**src/bus_cycle_pkg.sv**
```systemverilog
// Shared types, constants and helpers for the pipelined bus-cycle state machine.
// Assumes a single clock domain; pin inputs are synchronised inside the block.
`default_nettype none

package bus_cycle_pkg;

    // ------------------------------------------------------------------
    // Bus states
    // ------------------------------------------------------------------
    typedef enum logic [2:0] {
        idle_state,
        hold_granted_state,
        first_state,
        second_state,
        first_pipelined_state,
        pipelined_next_state,
        pipelined_idle_request_state
    } bus_state_t;

    // ------------------------------------------------------------------
    // Carriers
    // ------------------------------------------------------------------
    // Address and cycle definition as presented on the bus.
    typedef struct packed {
        logic [29:0] word_address;
        logic [3:0]  byte_lane_select_n;
        logic        write;
        logic        data_ctrl;
        logic        mem_io;
    } cycle_def_t;

    // One internal bus request with its write data.
    typedef struct packed {
        cycle_def_t  def;
        logic [31:0] write_data;
    } bus_req_t;

    // Every pin input that passes the two-stage synchroniser.
    typedef struct packed {
        logic        ready_n;
        logic        next_addr_request_n;
        logic        half_width_select_n;
        logic        hold;
        logic        clock_doubled;
        logic [31:0] data;
    } pin_sample_t;

    // ------------------------------------------------------------------
    // Constants
    // ------------------------------------------------------------------
    localparam logic [3:0]  LANES_NONE_N     = 4'hF;
    localparam logic [1:0]  LOW_LANES_OFF_N  = 2'h3;
    localparam logic        PHASE_ONE        = 1'h0;
    localparam logic [31:0] DATA_RESET       = 32'h0000_0000;
    localparam cycle_def_t  CYCLE_DEF_RESET  = '{30'h0000_0000, LANES_NONE_N, 1'h0, 1'h0, 1'h0};
    localparam bus_req_t    BUS_REQ_RESET    = '{CYCLE_DEF_RESET, DATA_RESET};
    localparam pin_sample_t PIN_SAMPLE_RESET = '{1'h1, 1'h1, 1'h1, 1'h0, 1'h0, DATA_RESET};

    // ------------------------------------------------------------------
    // Lane decoding
    // ------------------------------------------------------------------
    // True when lanes 1 and 2 are both selected, so a half-width transfer splits.
    function automatic logic needs_split(input logic [3:0] lanes_n);
        return !lanes_n[1] && !lanes_n[2];
    endfunction

    // True when neither low lane is selected: data travels on the low lines.
    function automatic logic low_lanes_off(input logic [3:0] lanes_n);
        return lanes_n[1:0] == LOW_LANES_OFF_N;
    endfunction

endpackage

`default_nettype wire

```
**src/pipelined_cpu_bus_cycle_fsm.sv**
```systemverilog
// Bus-cycle state machine of a processor local bus with address pipelining
// and a half-width data mode.
// Assumes the bus pins arrive asynchronously and that the internal requester
// runs on CLK_IN and drops or replaces its request after REQ_TAKEN_OUT.
`timescale 1ns/100ps
`default_nettype none

// Contract
// - Second state acts on next-address only when waiting
// - Accepted pipelining drives next address with strobe
// - Shortest pipelined cycle is two states
// - First pipelined state follows end of cycle
// - First pipelined state branches on request, pending
// - Pipelined cycle ends only after first pipelined state
// - Reads float data, latch at acknowledge
// - Pipelined write data driven phase two, held
// - Pipelined wait states repeat without limit
// - Pending cycle stays valid; repeats ignored
// - Missing request in first pipelined state gives idle-request
// - Pending arising in idle-request moves to pipelined-next
// - First cycle after reset/idle/hold nonpipelined
// - Next-address sampled after one valid state
// - Pipelining continues only when ending in pipelined-next
// - Distinct idle-request and next states
// - Half width uses low lines, extra cycles
// - Upper-lanes-only uses low lines, no split
// - Split reads take two low-line cycles
// - Split writes send low then high pair
// - Simultaneous half-width wins over next-address
// - Acknowledge without request goes idle or hold
// - Bus state is one internal clock
module pipelined_cpu_bus_cycle_fsm
    import bus_cycle_pkg::*;
(
    input  wire logic        CLK_IN,
    input  wire logic        RESET_IN,
    input  wire logic        READY_N_IN,
    input  wire logic        NEXT_ADDR_REQUEST_N_IN,
    input  wire logic        HALF_WIDTH_SELECT_N_IN,
    input  wire logic        HOLD_IN,
    input  wire logic        CLOCK_DOUBLED_IN,
    input  wire logic [31:0] DATA_IN,
    input  wire logic        REQ_VALID_IN,
    input  wire bus_req_t    REQ_IN,
    output logic             REQ_TAKEN_OUT,
    output logic             ADDR_VALID_STROBE_N_OUT,
    output var cycle_def_t   CYCLE_OUT,
    output logic [31:0]      DATA_OUT,
    output logic             DATA_OE_OUT,
    output logic             HOLD_GRANT_OUT,
    output logic [31:0]      READ_DATA_OUT,
    output logic             CYCLE_DONE_OUT,
    output var bus_state_t   BUS_STATE_OUT
);

    // ------------------------------------------------------------------
    // Declarations
    // ------------------------------------------------------------------
    pin_sample_t pin_meta;
    pin_sample_t pin_sync;
    bus_state_t  state;
    bus_state_t  next_state;
    bus_state_t  finish_state;
    bus_req_t    cur;
    bus_req_t    nxt;
    cycle_def_t  next_def;
    logic        phase;
    logic        doubled;
    logic        ph_one_end;
    logic        state_end;
    logic        ack_state;
    logic        req_pending;
    logic        nreq_now;
    logic        half_now;
    logic        half_eff;
    logic        nreq_cycle;
    logic        part_two;
    logic        split_now;
    logic        enter_first;
    logic        enter_pn;
    logic        take_req;
    logic        in_sampling;
    logic        data_hold;
    logic        start_drive;

    // ------------------------------------------------------------------
    // Pin synchroniser
    // ------------------------------------------------------------------
    // Two stages on every pin; only the second stage is read by logic.
    always_ff @(posedge CLK_IN or posedge RESET_IN) begin
        if (RESET_IN) begin
            pin_meta <= PIN_SAMPLE_RESET;
            pin_sync <= PIN_SAMPLE_RESET;
        end else begin
            pin_meta <= '{READY_N_IN, NEXT_ADDR_REQUEST_N_IN, HALF_WIDTH_SELECT_N_IN,
                          HOLD_IN, CLOCK_DOUBLED_IN, DATA_IN};
            pin_sync <= pin_meta;
        end
    end

    // ------------------------------------------------------------------
    // Internal processor clock phases
    // ------------------------------------------------------------------
    // A bus state is two input clocks normally and one when doubled; in
    // doubled mode both phase boundaries fall on every edge.
    always_ff @(posedge CLK_IN or posedge RESET_IN) begin
        if (RESET_IN) begin
            phase <= PHASE_ONE;
        end else if (doubled) begin
            phase <= PHASE_ONE;
        end else begin
            phase <= !phase;
        end
    end

    assign doubled    = pin_sync.clock_doubled;
    assign ph_one_end = doubled || (phase == PHASE_ONE);
    assign state_end  = doubled || (phase != PHASE_ONE);

    // ------------------------------------------------------------------
    // Decode of the current state
    // ------------------------------------------------------------------
    // The pending flag masks the cycle right after a take, because the
    // requester only sees the take one clock later.
    assign req_pending = REQ_VALID_IN && !REQ_TAKEN_OUT;
    assign ack_state   = !pin_sync.ready_n && (state == second_state ||
                         state == pipelined_next_state || state == pipelined_idle_request_state);
    assign half_eff    = half_now && !nreq_cycle;
    assign split_now   = ack_state && half_eff && !part_two &&
                         needs_split(cur.def.byte_lane_select_n);
    assign in_sampling = !nreq_cycle && (state == second_state || state == first_pipelined_state ||
                         state == pipelined_idle_request_state);
    assign enter_first = next_state == first_state && state != first_state;
    assign enter_pn    = next_state == pipelined_next_state && state != pipelined_next_state;
    assign take_req    = enter_pn || (enter_first && !split_now);

    // After acknowledgement: the split half, a new request, hold or idle.
    always_comb begin
        if (split_now || req_pending) begin
            finish_state = first_state;
        end else if (pin_sync.hold) begin
            finish_state = hold_granted_state;
        end else begin
            finish_state = idle_state;
        end
    end

    // Bus state transitions, evaluated for the edge that ends a state.
    always_comb begin
        next_state = state;
        case (state)
            idle_state: begin
                if (req_pending) begin
                    next_state = first_state;
                end else if (pin_sync.hold) begin
                    next_state = hold_granted_state;
                end
            end
            hold_granted_state: begin
                if (!pin_sync.hold) begin
                    next_state = req_pending ? first_state : idle_state;
                end
            end
            first_state: begin
                next_state = second_state;
            end
            second_state: begin
                if (ack_state) begin
                    next_state = finish_state;
                end else if (nreq_now && req_pending) begin
                    next_state = pipelined_next_state;
                end else if (nreq_now) begin
                    next_state = pipelined_idle_request_state;
                end
            end
            first_pipelined_state: begin
                if (!req_pending) begin
                    next_state = pipelined_idle_request_state;
                end else if (nreq_now) begin
                    next_state = pipelined_next_state;
                end else begin
                    next_state = second_state;
                end
            end
            pipelined_next_state: begin
                if (ack_state) begin
                    next_state = first_pipelined_state;
                end
            end
            pipelined_idle_request_state: begin
                if (ack_state) begin
                    next_state = finish_state;
                end else if (req_pending) begin
                    next_state = pipelined_next_state;
                end
            end
            default: begin
                next_state = idle_state;
            end
        endcase
    end

    // ------------------------------------------------------------------
    // State register
    // ------------------------------------------------------------------
    // Without acknowledgement, next-address or a pending request the waiting states simply hold.
    always_ff @(posedge CLK_IN or posedge RESET_IN) begin
        if (RESET_IN) begin
            state <= idle_state;
        end else if (state_end) begin
            state <= next_state;
        end
    end

    assign BUS_STATE_OUT = state;

    // ------------------------------------------------------------------
    // Next-address and half-width sampling
    // ------------------------------------------------------------------
    // Sampled where phase one ends. Half width in the same window cancels
    // the next-address request; once a pipelined state was reached in the
    // cycle, later requests and half width are both ignored.
    always_ff @(posedge CLK_IN or posedge RESET_IN) begin
        if (RESET_IN) begin
            nreq_now   <= 1'h0;
            half_now   <= 1'h0;
            nreq_cycle <= 1'h0;
        end else begin
            if (ph_one_end) begin
                nreq_now <= in_sampling && !pin_sync.next_addr_request_n &&
                            pin_sync.half_width_select_n;
                half_now <= !pin_sync.half_width_select_n;
            end
            if (state_end && ack_state) begin
                nreq_cycle <= 1'h0;
            end else if (state_end && (enter_pn || next_state == pipelined_idle_request_state)) begin
                nreq_cycle <= 1'h1;
            end
        end
    end

    // ------------------------------------------------------------------
    // Cycle and look-ahead request registers
    // ------------------------------------------------------------------
    // The second half of a split keeps the address and write data and only
    // negates the low lanes.
    always_ff @(posedge CLK_IN or posedge RESET_IN) begin
        if (RESET_IN) begin
            cur      <= BUS_REQ_RESET;
            nxt      <= BUS_REQ_RESET;
            part_two <= 1'h0;
        end else if (state_end) begin
            if (ack_state) begin
                part_two <= 1'h0;
            end
            if (enter_first && split_now) begin
                cur.def.byte_lane_select_n[1:0] <= LOW_LANES_OFF_N;
                part_two                        <= 1'h1;
            end else if (enter_first) begin
                cur <= REQ_IN;
            end
            if (enter_pn) begin
                nxt <= REQ_IN;
            end
            if (state == pipelined_next_state && ack_state) begin
                cur <= nxt;
            end
        end
    end

    // ------------------------------------------------------------------
    // Address, cycle definition and strobe outputs
    // ------------------------------------------------------------------
    always_comb begin
        next_def = REQ_IN.def;
        if (split_now) begin
            next_def                         = cur.def;
            next_def.byte_lane_select_n[1:0] = LOW_LANES_OFF_N;
        end
    end

    // Address and cycle definition change only when a new cycle is presented, so an idle-request
    // state leaves the old address standing.
    always_ff @(posedge CLK_IN or posedge RESET_IN) begin
        if (RESET_IN) begin
            ADDR_VALID_STROBE_N_OUT <= 1'h1;
            CYCLE_OUT               <= CYCLE_DEF_RESET;
            HOLD_GRANT_OUT          <= 1'h0;
            REQ_TAKEN_OUT           <= 1'h0;
        end else begin
            REQ_TAKEN_OUT <= state_end && take_req;
            if (state_end) begin
                ADDR_VALID_STROBE_N_OUT <= !(next_state == first_state ||
                                             next_state == pipelined_next_state);
                HOLD_GRANT_OUT          <= next_state == hold_granted_state;
                if (enter_first || enter_pn) begin
                    CYCLE_OUT <= next_def;
                end
            end
        end
    end

    // ------------------------------------------------------------------
    // Write data drive
    // ------------------------------------------------------------------
    // Drive starts at phase two of the first state of a write and lasts
    // through phase one of the state after acknowledgement for hold time.
    assign start_drive = ph_one_end && cur.def.write &&
                         (state == first_state || state == first_pipelined_state);

    always_ff @(posedge CLK_IN or posedge RESET_IN) begin
        if (RESET_IN) begin
            DATA_OUT    <= DATA_RESET;
            DATA_OE_OUT <= 1'h0;
            data_hold   <= 1'h0;
        end else begin
            if (start_drive) begin
                DATA_OE_OUT <= 1'h1;
                if (low_lanes_off(cur.def.byte_lane_select_n)) begin
                    DATA_OUT <= {cur.write_data[31:16], cur.write_data[31:16]};
                end else begin
                    DATA_OUT <= cur.write_data;
                end
            end else if (ph_one_end && data_hold) begin
                DATA_OE_OUT <= 1'h0;
            end
            if (state_end && ack_state && cur.def.write) begin
                data_hold <= 1'h1;
            end else if (ph_one_end) begin
                data_hold <= 1'h0;
            end
        end
    end

    // ------------------------------------------------------------------
    // Read data capture and completion
    // ------------------------------------------------------------------
    // In half-width mode only the low lines count; the upper lines are
    // ignored and the result is assembled over the split halves.
    always_ff @(posedge CLK_IN or posedge RESET_IN) begin
        if (RESET_IN) begin
            READ_DATA_OUT  <= DATA_RESET;
            CYCLE_DONE_OUT <= 1'h0;
        end else begin
            CYCLE_DONE_OUT <= state_end && ack_state && !split_now;
            if (state_end && ack_state && !cur.def.write) begin
                if (!half_eff) begin
                    READ_DATA_OUT <= pin_sync.data;
                end else if (low_lanes_off(cur.def.byte_lane_select_n)) begin
                    READ_DATA_OUT[31:16] <= pin_sync.data[15:0];
                end else begin
                    READ_DATA_OUT[15:0] <= pin_sync.data[15:0];
                end
            end
        end
    end
endmodule

`default_nettype wire

```
**config.mk**
```make
export PLATFORM = sky130hd
export DESIGN_NAME = pipelined_cpu_bus_cycle_fsm
export DESIGN_NICKNAME = d
export VERILOG_FILES = /design/src/bus_cycle_pkg.sv /design/src/pipelined_cpu_bus_cycle_fsm.sv
export SDC_FILE = /design/constraint.sdc
export NUM_CORES = 1
export LEC_CHECK = 0
export BUFFER_PORTS_ARGS = -buffer_cell sky130_fd_sc_hd__buf_2
export CAP_MARGIN = 20
export CORE_UTILIZATION = 45
export CTS_CLUSTER_DIAMETER = 100
export CTS_CLUSTER_SIZE = 8
export DETAILED_ROUTE_END_ITERATION = 7
export PLACE_DENSITY = 0.68
export SLEW_MARGIN = 20
export SYNTH_ARGS = -nofsm -noshare
export SYNTH_HDL_FRONTEND = slang
export SYNTH_SLANG_ARGS = --single-unit
```
**constraint.sdc**
```tcl
create_clock -name CLK_IN -period 23.1 [get_ports CLK_IN]
set_input_delay 0 -clock CLK_IN [delete_from_list [all_inputs] [get_ports CLK_IN]]
set_output_delay 0 -clock CLK_IN [all_outputs]
set_load 0.05 [all_outputs]
```
==> parameters.txt <==
Parameter                              Value

Clock network
  Cts repair resizes ... 0
  Clock buffers created by TritonCTS ... 46
  Number of setup buffers added after CTS ... 0
  Insertion delay of the later-clocked pin in the worst-skew pair ... ~0.54 ns
  Root cell of the clock tree ... sky130_fd_sc_hd__clkbuf_16
  Clock sink count ... approximately 330
  Clock edge transition at the registers on the reported setup and hold paths ... roughly 0.050 ns
  CTS max path bufs ... 3
  Clock tree from TritonCTS ... done
  Clock H-tree levels ... 2

Placement
  Standard cell area after detailed placement ... around 14000 sq um
  Number of port buffers ... ~220
  Placer Congestion ... about 0.83
  DPL Wire Length ... 17.6 mm

Detailed routing
  Total length of routed wires ... between 30 and 40 mm
  Via count of the routed design ... roughly 9000
  Average routed wire per standard cell ... approximately 18 microns
  Average via count per standard cell ... 5.27
  Count of nets left with antenna violations after detail routing ... 0
  DRC viols ... 0
  Count of TritonRoute iterations in the first routing pass ... 5
  Count of routing violations after the opening detailed-route iteration ... between 600 and 700

Global routing
  Met3 track utilization from global routing ... 0.0495
  Number of antenna violations at the first check in global routing ... 1
  Total routing resource utilization after global routing ... 0.215
  Pin count of the biggest net entering global routing ... roughly 120
  Overflow left after global routing ... 0
  Global route hottest layer ... met2
  Met1 capacity usage during global routing ... 0.284
  Met2 track demand over resource ... 0.362
  Vias in the first global route ... 9175
  Global-route wire length before repair ... about 49 mm

Status
  Outcome ... finished, final reports clean

Yosys
  Share of synthesized registers carrying an async set or reset ... 1.00
  Sequential fraction of the synthesis area ... 0.644
  Syn Std Cell Area ... 12700 sq um
  #FFs+latches synth ... 327
  Synthesized instance count ... between 900 and 1000
  Number of unique standard cell types used by synthesis ... between 40 and 50
  Most used flip-flop cell after synthesis ... sky130_fd_sc_hd__dfrtp_1
  Synthesized area per cell ... 13.1 sq um
  Mapped Nets ... roughly 1100
  Synthesis warning total ... 0
  Post-synth EDFFs ... 0

STA
  Number of setup violations in the final report ... 0
  Setup repair after global routing missed its margin ... false
  Period Utilization, post-route ... 0.170
  Hold Vio Cnt, Final ... 0
  Actual transition at the worst max-transition pin ... 1.11 ns
  Worst Clk Skew ... around 0.021 ns
  Maximum achievable frequency ... around 260 MHz
  Minimum clock period after layout ... 3.92 ns
  Relative max-transition margin ... 0.258
  Final sum of negative setup slack ... 0 ns
  Max-slew violation total from the final report ... 0

Worst setup path
  CP startpoint kind ... flip-flop
  Critical Path Sink Type ... flip-flop
  Critical path data required time ... 23.50 ns
  Critical path class ... reg -> reg
  Data arrival at the endpoint of the critical path ... around 4.3 ns
  Worst R2R End ... nxt[7]
  Setup slack, reg-to-reg ... 19.18 ns
  Worst r2r path cells ... 7
  Start of the worst register-to-register path ... BUS_STATE_OUT[1]
  Maximum net fanout on the critical path ... a little over 80

Die
  DIE WIDTH ... around 170 microns
  Die span in y ... between 150 and 200 microns
  Std-Cell Core Area ... ~28000 sq um
  Starting density of the core ... 0.457
  Count of standard-cell rows ... 61
  Num ports ... roughly 220
  Overall die area ... about 29000 sq um

Power and ir drop
  Maximum VDD drop ... between 0.08 and 0.09 mV
  Pwr per Cell Area ... 162 nW/um^2
  Static leakage ... 7.24 nW

Min path
  Sink of the worst hold path ... pin_meta[15]
  Startpoint of the tightest hold check path ... DATA_IN[15]
  Number of cells traversed by the worst hold path ... 2
  Hold/Removal Path Class ... in -> reg

Final layout
  Share of cells above drive strength 1 ... 0.392
  Final core area utilization ... 0.596
  Layout overhead on the synthesized area ... 30.3%
  Finished layout cell area ... around 17000 sq um
  Final net count ... 1406

Job
  Max Cap Viol ... 0
==> registers in the layout, indices dropped and copies added (netlist names), 3 cells and up <==
signal	flops
DATA_OUT	32
pin_sync	36
pin_meta	37
READ_DATA_OUT	32
CYCLE_OUT	37
nxt	69
BUS_STATE_OUT	3
cur	69
==> cells in the mapped netlist, types with 2 or more instances <==
cell                         n  share of area
sky130_fd_sc_hd__nand2_1    83          0.024
sky130_fd_sc_hd__a21oi_1    40          0.016
sky130_fd_sc_hd__dfstp_2    19          0.039
sky130_fd_sc_hd__and2_1      2        0.00098
sky130_fd_sc_hd__nor4_1      2        0.00098
sky130_fd_sc_hd__buf_6       4         0.0035
sky130_fd_sc_hd__dfrtp_1   308           0.60
sky130_fd_sc_hd__mux2_2    101          0.089
sky130_fd_sc_hd__o21ai_2     2         0.0014
sky130_fd_sc_hd__o211ai_1    2         0.0012
sky130_fd_sc_hd__o21ai_0    11         0.0043
sky130_fd_sc_hd__a31oi_1    37          0.018
sky130_fd_sc_hd__o221a_1    30          0.027
sky130_fd_sc_hd__clkbuf_1   36          0.011
sky130_fd_sc_hd__nor3_2      2         0.0016
sky130_fd_sc_hd__buf_2      23         0.0090
sky130_fd_sc_hd__a211oi_1    4         0.0024
sky130_fd_sc_hd__nor2b_1     4         0.0020
sky130_fd_sc_hd__nand3_1     5         0.0020
sky130_fd_sc_hd__nand2b_1    6         0.0029
sky130_fd_sc_hd__a32o_1      2         0.0016
sky130_fd_sc_hd__mux2i_1    33          0.026
sky130_fd_sc_hd__o41ai_1     2         0.0014
sky130_fd_sc_hd__inv_1       9         0.0027
sky130_fd_sc_hd__o221a_2    37          0.033
sky130_fd_sc_hd__nor3_1     41          0.016
sky130_fd_sc_hd__nand4_1     2        0.00098
sky130_fd_sc_hd__or2_2      69          0.034
sky130_fd_sc_hd__nor2_1     40          0.012
==> layer usage <==
layer	share of wire	vias to the layer above
met5	0	-
met4	0.012	0
met3	0.062	38
met2	0.49	264
met1	0.43	4543
li1	-	4143
==> report_power, final <==
| group | switching [mW] | internal [mW] | total, mW |
|---|---|---|---|
| Combinational | 0.717 | 0.406 | 1.12 |
| Clock | 0.240 | 0.371 | 0.611 |
| Sequential | 0.132 | 0.818 | 0.950 |
==> layout make-up <==
type,count,area (sq um)
Fill cell,2221,11300
Sequential cell,327,8210
Multi-Input combinational cell,573,4260
Timing Repair Buffer,340,2300
Clock buffer,75,1260
Tap cell,378,473
Clock inverter,3,62.6
Inverter,9,41.3
Antenna cell,1,2.50
==> placed cells by master, fill, tap and decap left out, types with 5 or more instances in the layout <==
| cell | synthesis | layout |
|---|---|---|
| sky130_fd_sc_hd__dfrtp_1 | 308 | 308 |
| sky130_fd_sc_hd__buf_2 | 23 | 217 |
| sky130_fd_sc_hd__dlygate4sd3_1 | 0 | 107 |
| sky130_fd_sc_hd__mux2_2 | 101 | 101 |
| sky130_fd_sc_hd__nand2_1 | 83 | 82 |
| sky130_fd_sc_hd__or2_2 | 69 | 69 |
| sky130_fd_sc_hd__clkbuf_16 | 0 | 46 |
| sky130_fd_sc_hd__nor3_1 | 41 | 41 |
| sky130_fd_sc_hd__nor2_1 | 40 | 40 |
| sky130_fd_sc_hd__a21oi_1 | 40 | 39 |
| sky130_fd_sc_hd__a31oi_1 | 37 | 37 |
| sky130_fd_sc_hd__o221a_2 | 37 | 37 |
| sky130_fd_sc_hd__mux2i_1 | 33 | 33 |
| sky130_fd_sc_hd__o221a_1 | 30 | 30 |
| sky130_fd_sc_hd__clkbuf_1 | 36 | 29 |
| sky130_fd_sc_hd__dfstp_2 | 19 | 19 |
| sky130_fd_sc_hd__buf_4 | 1 | 15 |
| sky130_fd_sc_hd__o21ai_0 | 11 | 11 |
| sky130_fd_sc_hd__inv_1 | 9 | 8 |
| sky130_fd_sc_hd__nand2b_1 | 6 | 6 |
| sky130_fd_sc_hd__nand3_1 | 5 | 5 |
==> cell families after synthesis <==
family                    share of synthesized area
DFF                                           0.644
and+or+nand+nor                               0.103
AOI/OAI and AO/OA                             0.109
muxes                                         0.116
buffers and inverters                        0.0264
xor gates and xnor gates                   0.000687
==> repair_timing <==
item                                    in CTS  in global routing
hold endpoints to repair                   323                  0
endpoints found under the setup margin       0                  0
hold buffers                               107                  0
==> through the flow <==
stage / hold WS, ns / setup WS [ns] / cells / power, mW
after floorplan: 0.00448 / 14.08 / 973 / 1.79
after global placement: 0.107 / 19.27 / 1519 / 2.03
after detailed placement: 0.107 / 19.24 / 1520 / 2.07
after CTS: 0.0760 / 19.23 / 1705 / 2.71
after global routing: 0.0925 / 18.95 / 1706 / 2.83
final: 0.104 / 19.18 / 1706 / 2.68
==> worst max-delay path by stage <==
stage                      from          endpoint  slack, ns
2_1_floorplan          RESET_IN  BUS_STATE_OUT[0]      14.08
5_1_grt        BUS_STATE_OUT[1]            nxt[7]      18.95
3_3_place_gp   BUS_STATE_OUT[2]     REQ_TAKEN_OUT      19.27
6_report       BUS_STATE_OUT[1]            nxt[7]      19.18
4_1_cts        BUS_STATE_OUT[2]     REQ_TAKEN_OUT      19.23
3_5_place_dp   BUS_STATE_OUT[2]     REQ_TAKEN_OUT      19.24
==> worst max-delay path: stages, from the launching register on <==
cell	delay [ns]
sky130_fd_sc_hd__dfrtp_1	0.53
sky130_fd_sc_hd__nor2b_1	0.31
sky130_fd_sc_hd__a31oi_1	0.12
sky130_fd_sc_hd__o211ai_1	0.34
sky130_fd_sc_hd__o211ai_1	0.34
sky130_fd_sc_hd__a21oi_4	0.66
sky130_fd_sc_hd__buf_4	0.94
sky130_fd_sc_hd__mux2_2	0.44
Power figures use the tool's default switching activity.
